==> src/hw/mrsr_pkg.sv <==
// package: register map, field layout and reset values of the metering result/status group
package mrsr_pkg;
	localparam int          MRSR_ADDR_W          = 16;
	localparam int          MRSR_DATA_W          = 32;
	// voltage peak has no printed offset in this map; it sits just below the aux peak
	localparam logic [15:0] MRSR_OFF_VOLTAGE_PEAK_CAPTURE       = 16'h0286;
	localparam logic [15:0] MRSR_OFF_AUX_PEAK_CAPTURE     = 16'h0287;
	localparam logic [15:0] MRSR_OFF_SIGN        = 16'h0288;
	localparam logic [15:0] MRSR_OFF_NOLOAD      = 16'h0289;
	localparam logic [15:0] MRSR_OFF_CRC         = 16'h0295;
	localparam logic [15:0] MRSR_OFF_STICKY_EVENT_STATUS_LOW     = 16'h0400;
	localparam int          MRSR_PEAK_MAG_LSB    = 0;
	localparam int          MRSR_PEAK_MAG_W      = 24;
	localparam int          MRSR_PEAK_SRC_LSB    = 24;
	localparam int          MRSR_VOLTAGE_PEAK_CAPTURE_SRC_W     = 3;
	localparam int          MRSR_AUX_SRC_W       = 6;
	localparam int          MRSR_SIGN_PHASE_LSB  = 0;
	localparam int          MRSR_SIGN_SUM1_BIT   = 3;
	localparam int          MRSR_SIGN_SUM2_BIT   = 4;
	localparam int          MRSR_NOLOAD_W        = 6;
	localparam int          MRSR_CRC_W           = 16;
	localparam int          MRSR_ST_ACT_IDLE_BIT = 11;
	localparam int          MRSR_ST_APP_IDLE_BIT = 12;
	localparam int          MRSR_ST_CONFIG_CHECKSUM_CHANGED_BIT  = 13;
	localparam int          MRSR_ST_ZX_LSB       = 28;
	localparam int          MRSR_ZX_W            = 4;
	localparam logic [31:0] MRSR_RESET_VALUE     = 32'h0000_0000;
endpackage : mrsr_pkg

==> src/hw/mrsr_regs.sv <==
// metering result and status register group with documented register port
`timescale 1ns/1ps
`default_nettype none
// Summary of operation
// - The voltage peak source field [26:24] marks phase A, B or C by bit 0, 1 or 2.
// - The voltage peak register holds the 24-bit absolute value of the largest voltage peak.
// - The aux peak source field [29:24] sets bit n for the aux channel n that made the peak.
// - The aux peak register holds the 24-bit absolute value of the largest aux peak.
// - Sign bit 4 shows the second pulse-output sum sign, set when negative.
// - Sign bit 3 shows the first pulse-output sum sign, set when negative.
// - Sign bits 0, 1, 2 show phase A, B, C active power sign, set when negative.
// - No-load bits 0/2/4 give A/B/C active and 1/3/5 their apparent idle state.
// - The checksum register shows the 16-bit configuration CRC in its low half.
// - Status bits 31..28 latch zero crossings of aux channels 5..2 and clear on write of one.
// - Status bit 13 latches whenever the configuration CRC changes value.
// - Status bit 11 latches when any phase's active energy enters or leaves no-load.
// - Status bit 12 latches when any phase's apparent energy enters or leaves no-load.
module mrsr_regs (
	input  wire logic                                 ref_clk_i,
	input  wire logic                                 rst_n_i,
	// register port from the host interface logic
	input  wire logic                                 reg_rd_i,
	input  wire logic                                 reg_wr_i,
	input  wire logic [mrsr_pkg::MRSR_ADDR_W-1:0]     reg_addr_i,
	input  wire logic [mrsr_pkg::MRSR_DATA_W-1:0]     reg_wdata_i,
	output var  logic [mrsr_pkg::MRSR_DATA_W-1:0]     reg_rdata_o,
	output var  logic                                 reg_rvalid_o,
	// results from the metering datapath
	input  wire logic                                 voltage_peak_capture_upd_i,
	input  wire logic [mrsr_pkg::MRSR_VOLTAGE_PEAK_CAPTURE_SRC_W-1:0] voltage_peak_source_i,
	input  wire logic [mrsr_pkg::MRSR_PEAK_MAG_W-1:0] voltage_peak_magnitude_i,
	input  wire logic                                 aux_peak_capture_upd_i,
	input  wire logic [mrsr_pkg::MRSR_AUX_SRC_W-1:0]  aux_peak_source_i,
	input  wire logic [mrsr_pkg::MRSR_PEAK_MAG_W-1:0] aux_peak_magnitude_i,
	input  wire logic                                 sign_upd_i,
	input  wire logic                                 pulse_two_sum_negative_i,
	input  wire logic                                 pulse_one_sum_negative_i,
	input  wire logic [2:0]                           phase_power_negative_i,
	input  wire logic [mrsr_pkg::MRSR_NOLOAD_W-1:0]   no_load_i,
	input  wire logic                                 crc_upd_i,
	input  wire logic [mrsr_pkg::MRSR_CRC_W-1:0]      config_checksum_value_i,
	input  wire logic [mrsr_pkg::MRSR_ZX_W-1:0]       aux_crossing_i
);
	import mrsr_pkg::*;

	typedef struct packed {
		logic [MRSR_VOLTAGE_PEAK_CAPTURE_SRC_W-1:0] voltage_peak_capture_src;
		logic [MRSR_PEAK_MAG_W-1:0]  voltage_peak_capture_mag;
		logic [MRSR_AUX_SRC_W-1:0]   aux_src;
		logic [MRSR_PEAK_MAG_W-1:0]  aux_mag;
		logic [4:0]                  sign;
		logic [MRSR_NOLOAD_W-1:0]    no_load;
		logic [MRSR_CRC_W-1:0]       crc;
		logic [MRSR_DATA_W-1:0]      rdata;
		logic                        rvalid;
	} mrsr_st_t;

	mrsr_st_t                st_reg;
	mrsr_st_t                st_next;
	logic [MRSR_ZX_W-1:0]    zx_flag;
	logic                    act_idle_flag;
	logic                    app_idle_flag;
	logic                    crc_flag;
	logic                    status_wr;
	logic [MRSR_DATA_W-1:0]  status_word;
	logic [MRSR_DATA_W-1:0]  rd_word;
	logic [MRSR_NOLOAD_W-1:0] idle_change;

	assign status_wr = reg_wr_i && (reg_addr_i == MRSR_OFF_STICKY_EVENT_STATUS_LOW);
	assign idle_change = no_load_i ^ st_reg.no_load;

	// one sticky cell per aux zero-crossing flag
	genvar gi;
	generate
		for (gi = 0; gi < MRSR_ZX_W; gi++) begin : g_zx
			mrsr_sticky_bit u_zx (
				.ref_clk_i (ref_clk_i),
				.rst_n_i   (rst_n_i),
				.set_i     (aux_crossing_i[gi]),
				.clear_i   (status_wr && reg_wdata_i[MRSR_ST_ZX_LSB+gi]),
				.flag_o    (zx_flag[gi])
			);
		end
	endgenerate

	// idle edges compare with the stored copy, so a change is seen once
	mrsr_sticky_bit u_act_idle (
		.ref_clk_i (ref_clk_i),
		.rst_n_i   (rst_n_i),
		.set_i     (|{idle_change[4], idle_change[2], idle_change[0]}),
		.clear_i   (status_wr && reg_wdata_i[MRSR_ST_ACT_IDLE_BIT]),
		.flag_o    (act_idle_flag)
	);

	mrsr_sticky_bit u_app_idle (
		.ref_clk_i (ref_clk_i),
		.rst_n_i   (rst_n_i),
		.set_i     (|{idle_change[5], idle_change[3], idle_change[1]}),
		.clear_i   (status_wr && reg_wdata_i[MRSR_ST_APP_IDLE_BIT]),
		.flag_o    (app_idle_flag)
	);

	mrsr_sticky_bit u_config_checksum_changed (
		.ref_clk_i (ref_clk_i),
		.rst_n_i   (rst_n_i),
		.set_i     (crc_upd_i && (config_checksum_value_i != st_reg.crc)),
		.clear_i   (status_wr && reg_wdata_i[MRSR_ST_CONFIG_CHECKSUM_CHANGED_BIT]),
		.flag_o    (crc_flag)
	);

	always_comb begin
		status_word = '0;
		status_word[MRSR_ST_ZX_LSB +: MRSR_ZX_W] = zx_flag;
		status_word[MRSR_ST_ACT_IDLE_BIT] = act_idle_flag;
		status_word[MRSR_ST_APP_IDLE_BIT] = app_idle_flag;
		status_word[MRSR_ST_CONFIG_CHECKSUM_CHANGED_BIT] = crc_flag;
	end

	always_comb begin
		rd_word = '0;
		case (reg_addr_i)
			MRSR_OFF_VOLTAGE_PEAK_CAPTURE: begin
				rd_word[MRSR_PEAK_SRC_LSB +: MRSR_VOLTAGE_PEAK_CAPTURE_SRC_W] = st_reg.voltage_peak_capture_src;
				rd_word[MRSR_PEAK_MAG_LSB +: MRSR_PEAK_MAG_W] = st_reg.voltage_peak_capture_mag;
			end
			MRSR_OFF_AUX_PEAK_CAPTURE: begin
				rd_word[MRSR_PEAK_SRC_LSB +: MRSR_AUX_SRC_W] = st_reg.aux_src;
				rd_word[MRSR_PEAK_MAG_LSB +: MRSR_PEAK_MAG_W] = st_reg.aux_mag;
			end
			MRSR_OFF_SIGN: begin
				rd_word[4:0] = st_reg.sign;
			end
			MRSR_OFF_NOLOAD: begin
				rd_word[MRSR_NOLOAD_W-1:0] = st_reg.no_load;
			end
			MRSR_OFF_CRC: begin
				rd_word[MRSR_CRC_W-1:0] = st_reg.crc;
			end
			MRSR_OFF_STICKY_EVENT_STATUS_LOW: begin
				rd_word = status_word;
			end
			default: begin
				rd_word = '0;
			end
		endcase
	end

	// host writes never reach the result fields: they load only from the datapath
	always_comb begin
		st_next = st_reg;
		if (voltage_peak_capture_upd_i) begin
			st_next.voltage_peak_capture_src = voltage_peak_source_i;
			st_next.voltage_peak_capture_mag = voltage_peak_magnitude_i;
		end
		if (aux_peak_capture_upd_i) begin
			st_next.aux_src = aux_peak_source_i;
			st_next.aux_mag = aux_peak_magnitude_i;
		end
		if (sign_upd_i) begin
			st_next.sign[MRSR_SIGN_SUM2_BIT] = pulse_two_sum_negative_i;
			st_next.sign[MRSR_SIGN_SUM1_BIT] = pulse_one_sum_negative_i;
			st_next.sign[MRSR_SIGN_PHASE_LSB +: 3] = phase_power_negative_i;
		end
		st_next.no_load = no_load_i;
		if (crc_upd_i) begin
			st_next.crc = config_checksum_value_i;
		end
		st_next.rvalid = reg_rd_i;
		st_next.rdata = reg_rd_i ? rd_word : st_reg.rdata;
	end

	always_ff @(posedge ref_clk_i or negedge rst_n_i) begin
		if (!rst_n_i) begin
			st_reg <= '0;
		end else begin
			st_reg <= st_next;
		end
	end

	assign reg_rdata_o = st_reg.rdata;
	assign reg_rvalid_o = st_reg.rvalid;
endmodule : mrsr_regs
`default_nettype wire

==> src/hw/mrsr_sticky_bit.sv <==
// one sticky event flag: hardware set wins over host write-1-to-clear
`timescale 1ns/1ps
`default_nettype none
module mrsr_sticky_bit (
	input  wire logic ref_clk_i,
	input  wire logic rst_n_i,
	input  wire logic set_i,
	input  wire logic clear_i,
	output var  logic flag_o
);
	import mrsr_pkg::*;

	typedef struct packed {
		logic flag;
	} mrsr_sticky_st_t;

	mrsr_sticky_st_t st_reg;
	mrsr_sticky_st_t st_next;

	always_comb begin
		st_next = st_reg;
		if (clear_i) begin
			st_next.flag = 1'b0;
		end
		// set after clear so a same-cycle event is kept
		if (set_i) begin
			st_next.flag = 1'b1;
		end
	end

	always_ff @(posedge ref_clk_i or negedge rst_n_i) begin
		if (!rst_n_i) begin
			st_reg <= '0;
		end else begin
			st_reg <= st_next;
		end
	end

	assign flag_o = st_reg.flag;
endmodule : mrsr_sticky_bit
`default_nettype wire

==> config.mk <==
export PLATFORM = sky130hd
export DESIGN_NAME = mrsr_regs
export DESIGN_NICKNAME = d
export VERILOG_FILES = /design/src/hw/mrsr_pkg.sv /design/src/hw/mrsr_regs.sv /design/src/hw/mrsr_sticky_bit.sv
export SDC_FILE = /design/constraint.sdc
export NUM_CORES = 1
export LEC_CHECK = 0
export BUFFER_PORTS_ARGS = -buffer_cell sky130_fd_sc_hd__buf_2
export CELL_PAD_IN_SITES_DETAIL_PLACEMENT = 0
export CELL_PAD_IN_SITES_GLOBAL_PLACEMENT = 1
export CORE_MARGIN = 5
export CORE_UTILIZATION = 38
export CTS_BUF_LIST = sky130_fd_sc_hd__clkbuf_4 sky130_fd_sc_hd__clkbuf_8
export DETAILED_ROUTE_END_ITERATION = 16
export PLACE_DENSITY_LB_ADDON = 0.1
export SYNTH_ARGS = -nofsm -noshare
export SYNTH_HDL_FRONTEND = slang
export SYNTH_HIERARCHICAL = 1
export SYNTH_SLANG_ARGS = --single-unit
==> constraint.sdc <==
create_clock -name ref_clk_i -period 1.25 [get_ports ref_clk_i]
set_input_delay 0.0625 -clock ref_clk_i [delete_from_list [all_inputs] [get_ports ref_clk_i]]
set_output_delay 0.0625 -clock ref_clk_i [all_outputs]
set_load 0.01 [all_outputs]
==> metrics <==
core area 0.0153 sq mm; DR WL/cell between 15 and 20 um; Yosys cell types 40; Min Clock Period, post-route 1430 ps; post-synthesis mux area share 23.1%; Pre-antenna DRT Iters 4; ant diodes 0; P_sw 2.28 mW; flops & latches, synth 124; Clk pwr share a little under two fifths; number of flops mapped to enable cells by yosys 0; filler instances 1282; largest net degree at the start of global routing 80; Setup WS post-layout -182 ps; simple-gate share of the synthesized area just over 7%; endpoint class of the critical path flip-flop; detailed-route DRC error count 0; max cap viols 0; switch share 24.2%; CTS Buf Count 17; Comb pwr share 15.9%; f_max 699 MHz; unrepaired setup endpoints after global routing yes; period utilization 115%; P_int ~7.2 mW; type of origin of the critical path flip-flop; Seq/Total Area, Yosys between 50% and 60%; synthesized instance count 453; Leak Pwr slightly below 4 nW; clk sink count 124; flip-flop count of the largest register after layout between 80 and 90; Placed Area 0.00707 sq mm; Synth top cells by count dfrtp_1 (124), mux2_2 (117), buf_4 (34), xnor2_1 (22), inv_1 (21); initial core utilization 38.8%; Post-Layout Cell Count roughly 950; cell count of the worst reg-to-reg path 4; largest family of logic cells by synthesized area multiplexers; CP bufs+invs 0; Reg2Reg Setup Slack -180 ps; Hold Fails Final Rpt 0; Top-Level Pins 177; gp weighted congestion between 0.7 and 0.8; outcome finished with violations; crit path to u_config_checksum_changed/flag_o; VDD IR max 919 uV; CP Cell Sequence xnor2_1, nand4_1, o41a_1, a21o_1; worst slew pin tran 454 ps; Adder-Cell Fraction of Synth Area 0%; Rows 45; CP peak stage delay roughly 470 ps; fin nets 866; Synth top area share around 52%; final instance area between 0.008 and 0.009 sq mm; Crit Path Class reg -> reg; WP data required 1590 ps; Main synth FF type dfrtp_1; Top Family by Delay on Critical Path compound AO/OA/AOI/OAI gates; Die ar. 0.0182 sq mm; share of cells above drive strength 1 a little over half; top cells by area, synth dfrtp_1 (52%), mux2_2 (22%), buf_4 (4.3%); syn nets slightly below 600; critical-path maximum fanout 2; post-placement cell count 803; Vias/cell 4.66; failing checks setup timing; # port buffers 151; Initial DRC Count 168; Final Util 57.2%; HP Class in -> reg; path length in cells of the critical path 4; Compound-Gate Fraction of Synth Area roughly 6.3%; CTS tree yes; root buf cell clkbuf_8; Overflow after GRT 0; endpoints failing setup 17; Clock Latency Late Sink 450 ps; count leader, synth dfrtp_1; vias in the first global route 4787; Vias 4405; worst setup path start st_reg[46]; Yosys warning count 6; final WL 16100 um; part of the power in registers a little under half; Die H 135 um; area added between synthesis and finish 47.5%; Routed Antenna Nets 0; TNS Setup -1260 ps; largest area contributor in the synthesized netlist dfrtp_1; Max clock buf depth 2; initial antenna violation count 0; H-Tree Depth 4; Mean Syn Cell Area 13.1 sq um; Post-DP HPWL around 10000 um; pwr dens 1080 mW/mm^2; CP Data Arrival Time ~1800 ps; Overall Global Routing Usage 17.7%; Netlist Area Pre-Place 0.00592 sq mm; XOR/XNOR Fraction of Synth Area under 10%; clk_skew 12.6 ps; Die X 135 um; CP max stage cell o41a_1; FF-to-FF End u_config_checksum_changed/flag_o; Reg-to-Reg Start st_reg[46]; Final Power 9.44 mW; fin. max-slew vios 0; first-pass GRT wire length 24800 um; asr flop ratio synth 100%; Slew headroom 69.7%; clk slew on worst S/H paths approximately 70 ps
-- routing by layer --
layer / part of all wire (%) / up-vias / routed length (um) / global-route usage (%)
li1: - / 2126 / - / -
met1: 45 / 2169 / 7220 / 22.3
met2: 49 / 95 / 7960 / 29.9
met3: 4.3 / 15 / 695 / 4.36
met4: 1.3 / 0 / 210 / 5.94
met5: 0 / - / 0 / 0
-- logic make-up (layout without fill, tap and decap cells) --
| group | count (synthesis) | after routing |
|---|---|---|
| AO/OA/AOI/OAI | 53 | 53 |
| buffers and inverters | 76 | 358 |
| multiplexers | 122 | 122 |
| AND/OR/NAND/NOR | 56 | 56 |
| XOR/XNOR | 22 | 22 |
| flip-flops | 124 | 124 |
-- cells in the final DEF (no fill, tap or decap), types with 11 or more instances in the layout --
master           n
dlygate4sd3_1   97
clkbuf_8        23
buf_2          145
buf_4           43
inv_1           21
xnor2_1         20
nand3_2         11
dfrtp_1        124
mux2_2         110
o21ai_1         12
-- through the flow --
step / setup slack [ps] / hold WS, ps
after global routing: -213 / 26.7
after floorplan: -358 / -233
after detailed placement: -476 / -118
final: -182 / 44.3
after CTS: -182 / -152
after global placement: -438 / -119
-- power by group through the flow --
stage | logic (mW) | registers (mW) | clock network [mW]
global route | 1.64 | 4.48 | 3.75
finish | 1.50 | 4.45 | 3.49
global placement | 1.21 | 4.51 | 0
detailed placement | 1.23 | 4.52 | 0
CTS | 1.48 | 4.44 | 3.61
floorplan | 0.673 | 4.48 | 0
-- worst min-delay path, stage by stage --
cell and delay (ps):
buf_2 90, and3_1 150, inv_1 50, a21o_1 90
-- what timing repair did --
action / in CTS / in global routing
gates cloned: 0 / 3
setup buffers: 0 / 11
hold endpoints to repair: 215 / 1
pin swaps: 8 / 19
hold buffers: 96 / 1
gates resized for setup: 3 / 25
endpoints found under the setup margin: 4 / 26
-- cell type report --
cell class              instances  area [sq um]  area share, %
repair buffers                305          2370           27.1
multi-input cells             253          2520           28.9
inverters                      21          78.8          0.903
flip-flops and latches        124          3100           35.5
well taps                     211           264           3.02
clock buffers                  26           339           3.88
clock inverters                 6          57.6          0.659
-- worst min path at each step --
stage / from / to / slack (ps) / depth (start not counted)
2_1_floorplan: rst_n_i / g_zx[0].u_zx/flag_o / -230 / 0
3_3_place_gp: rst_n_i / reg_rdata_o[11] / -120 / 1
3_5_place_dp: rst_n_i / reg_rdata_o[11] / -120 / 1
4_1_cts: config_checksum_value_i[13] / st_reg[46] / -150 / 2
5_1_grt: reg_wdata_i[13] / u_config_checksum_changed/flag_o / 30 / 4
6_report: reg_wdata_i[13] / u_config_checksum_changed/flag_o / 40 / 4
No activity file was read; power rests on OpenSTA's default activity.
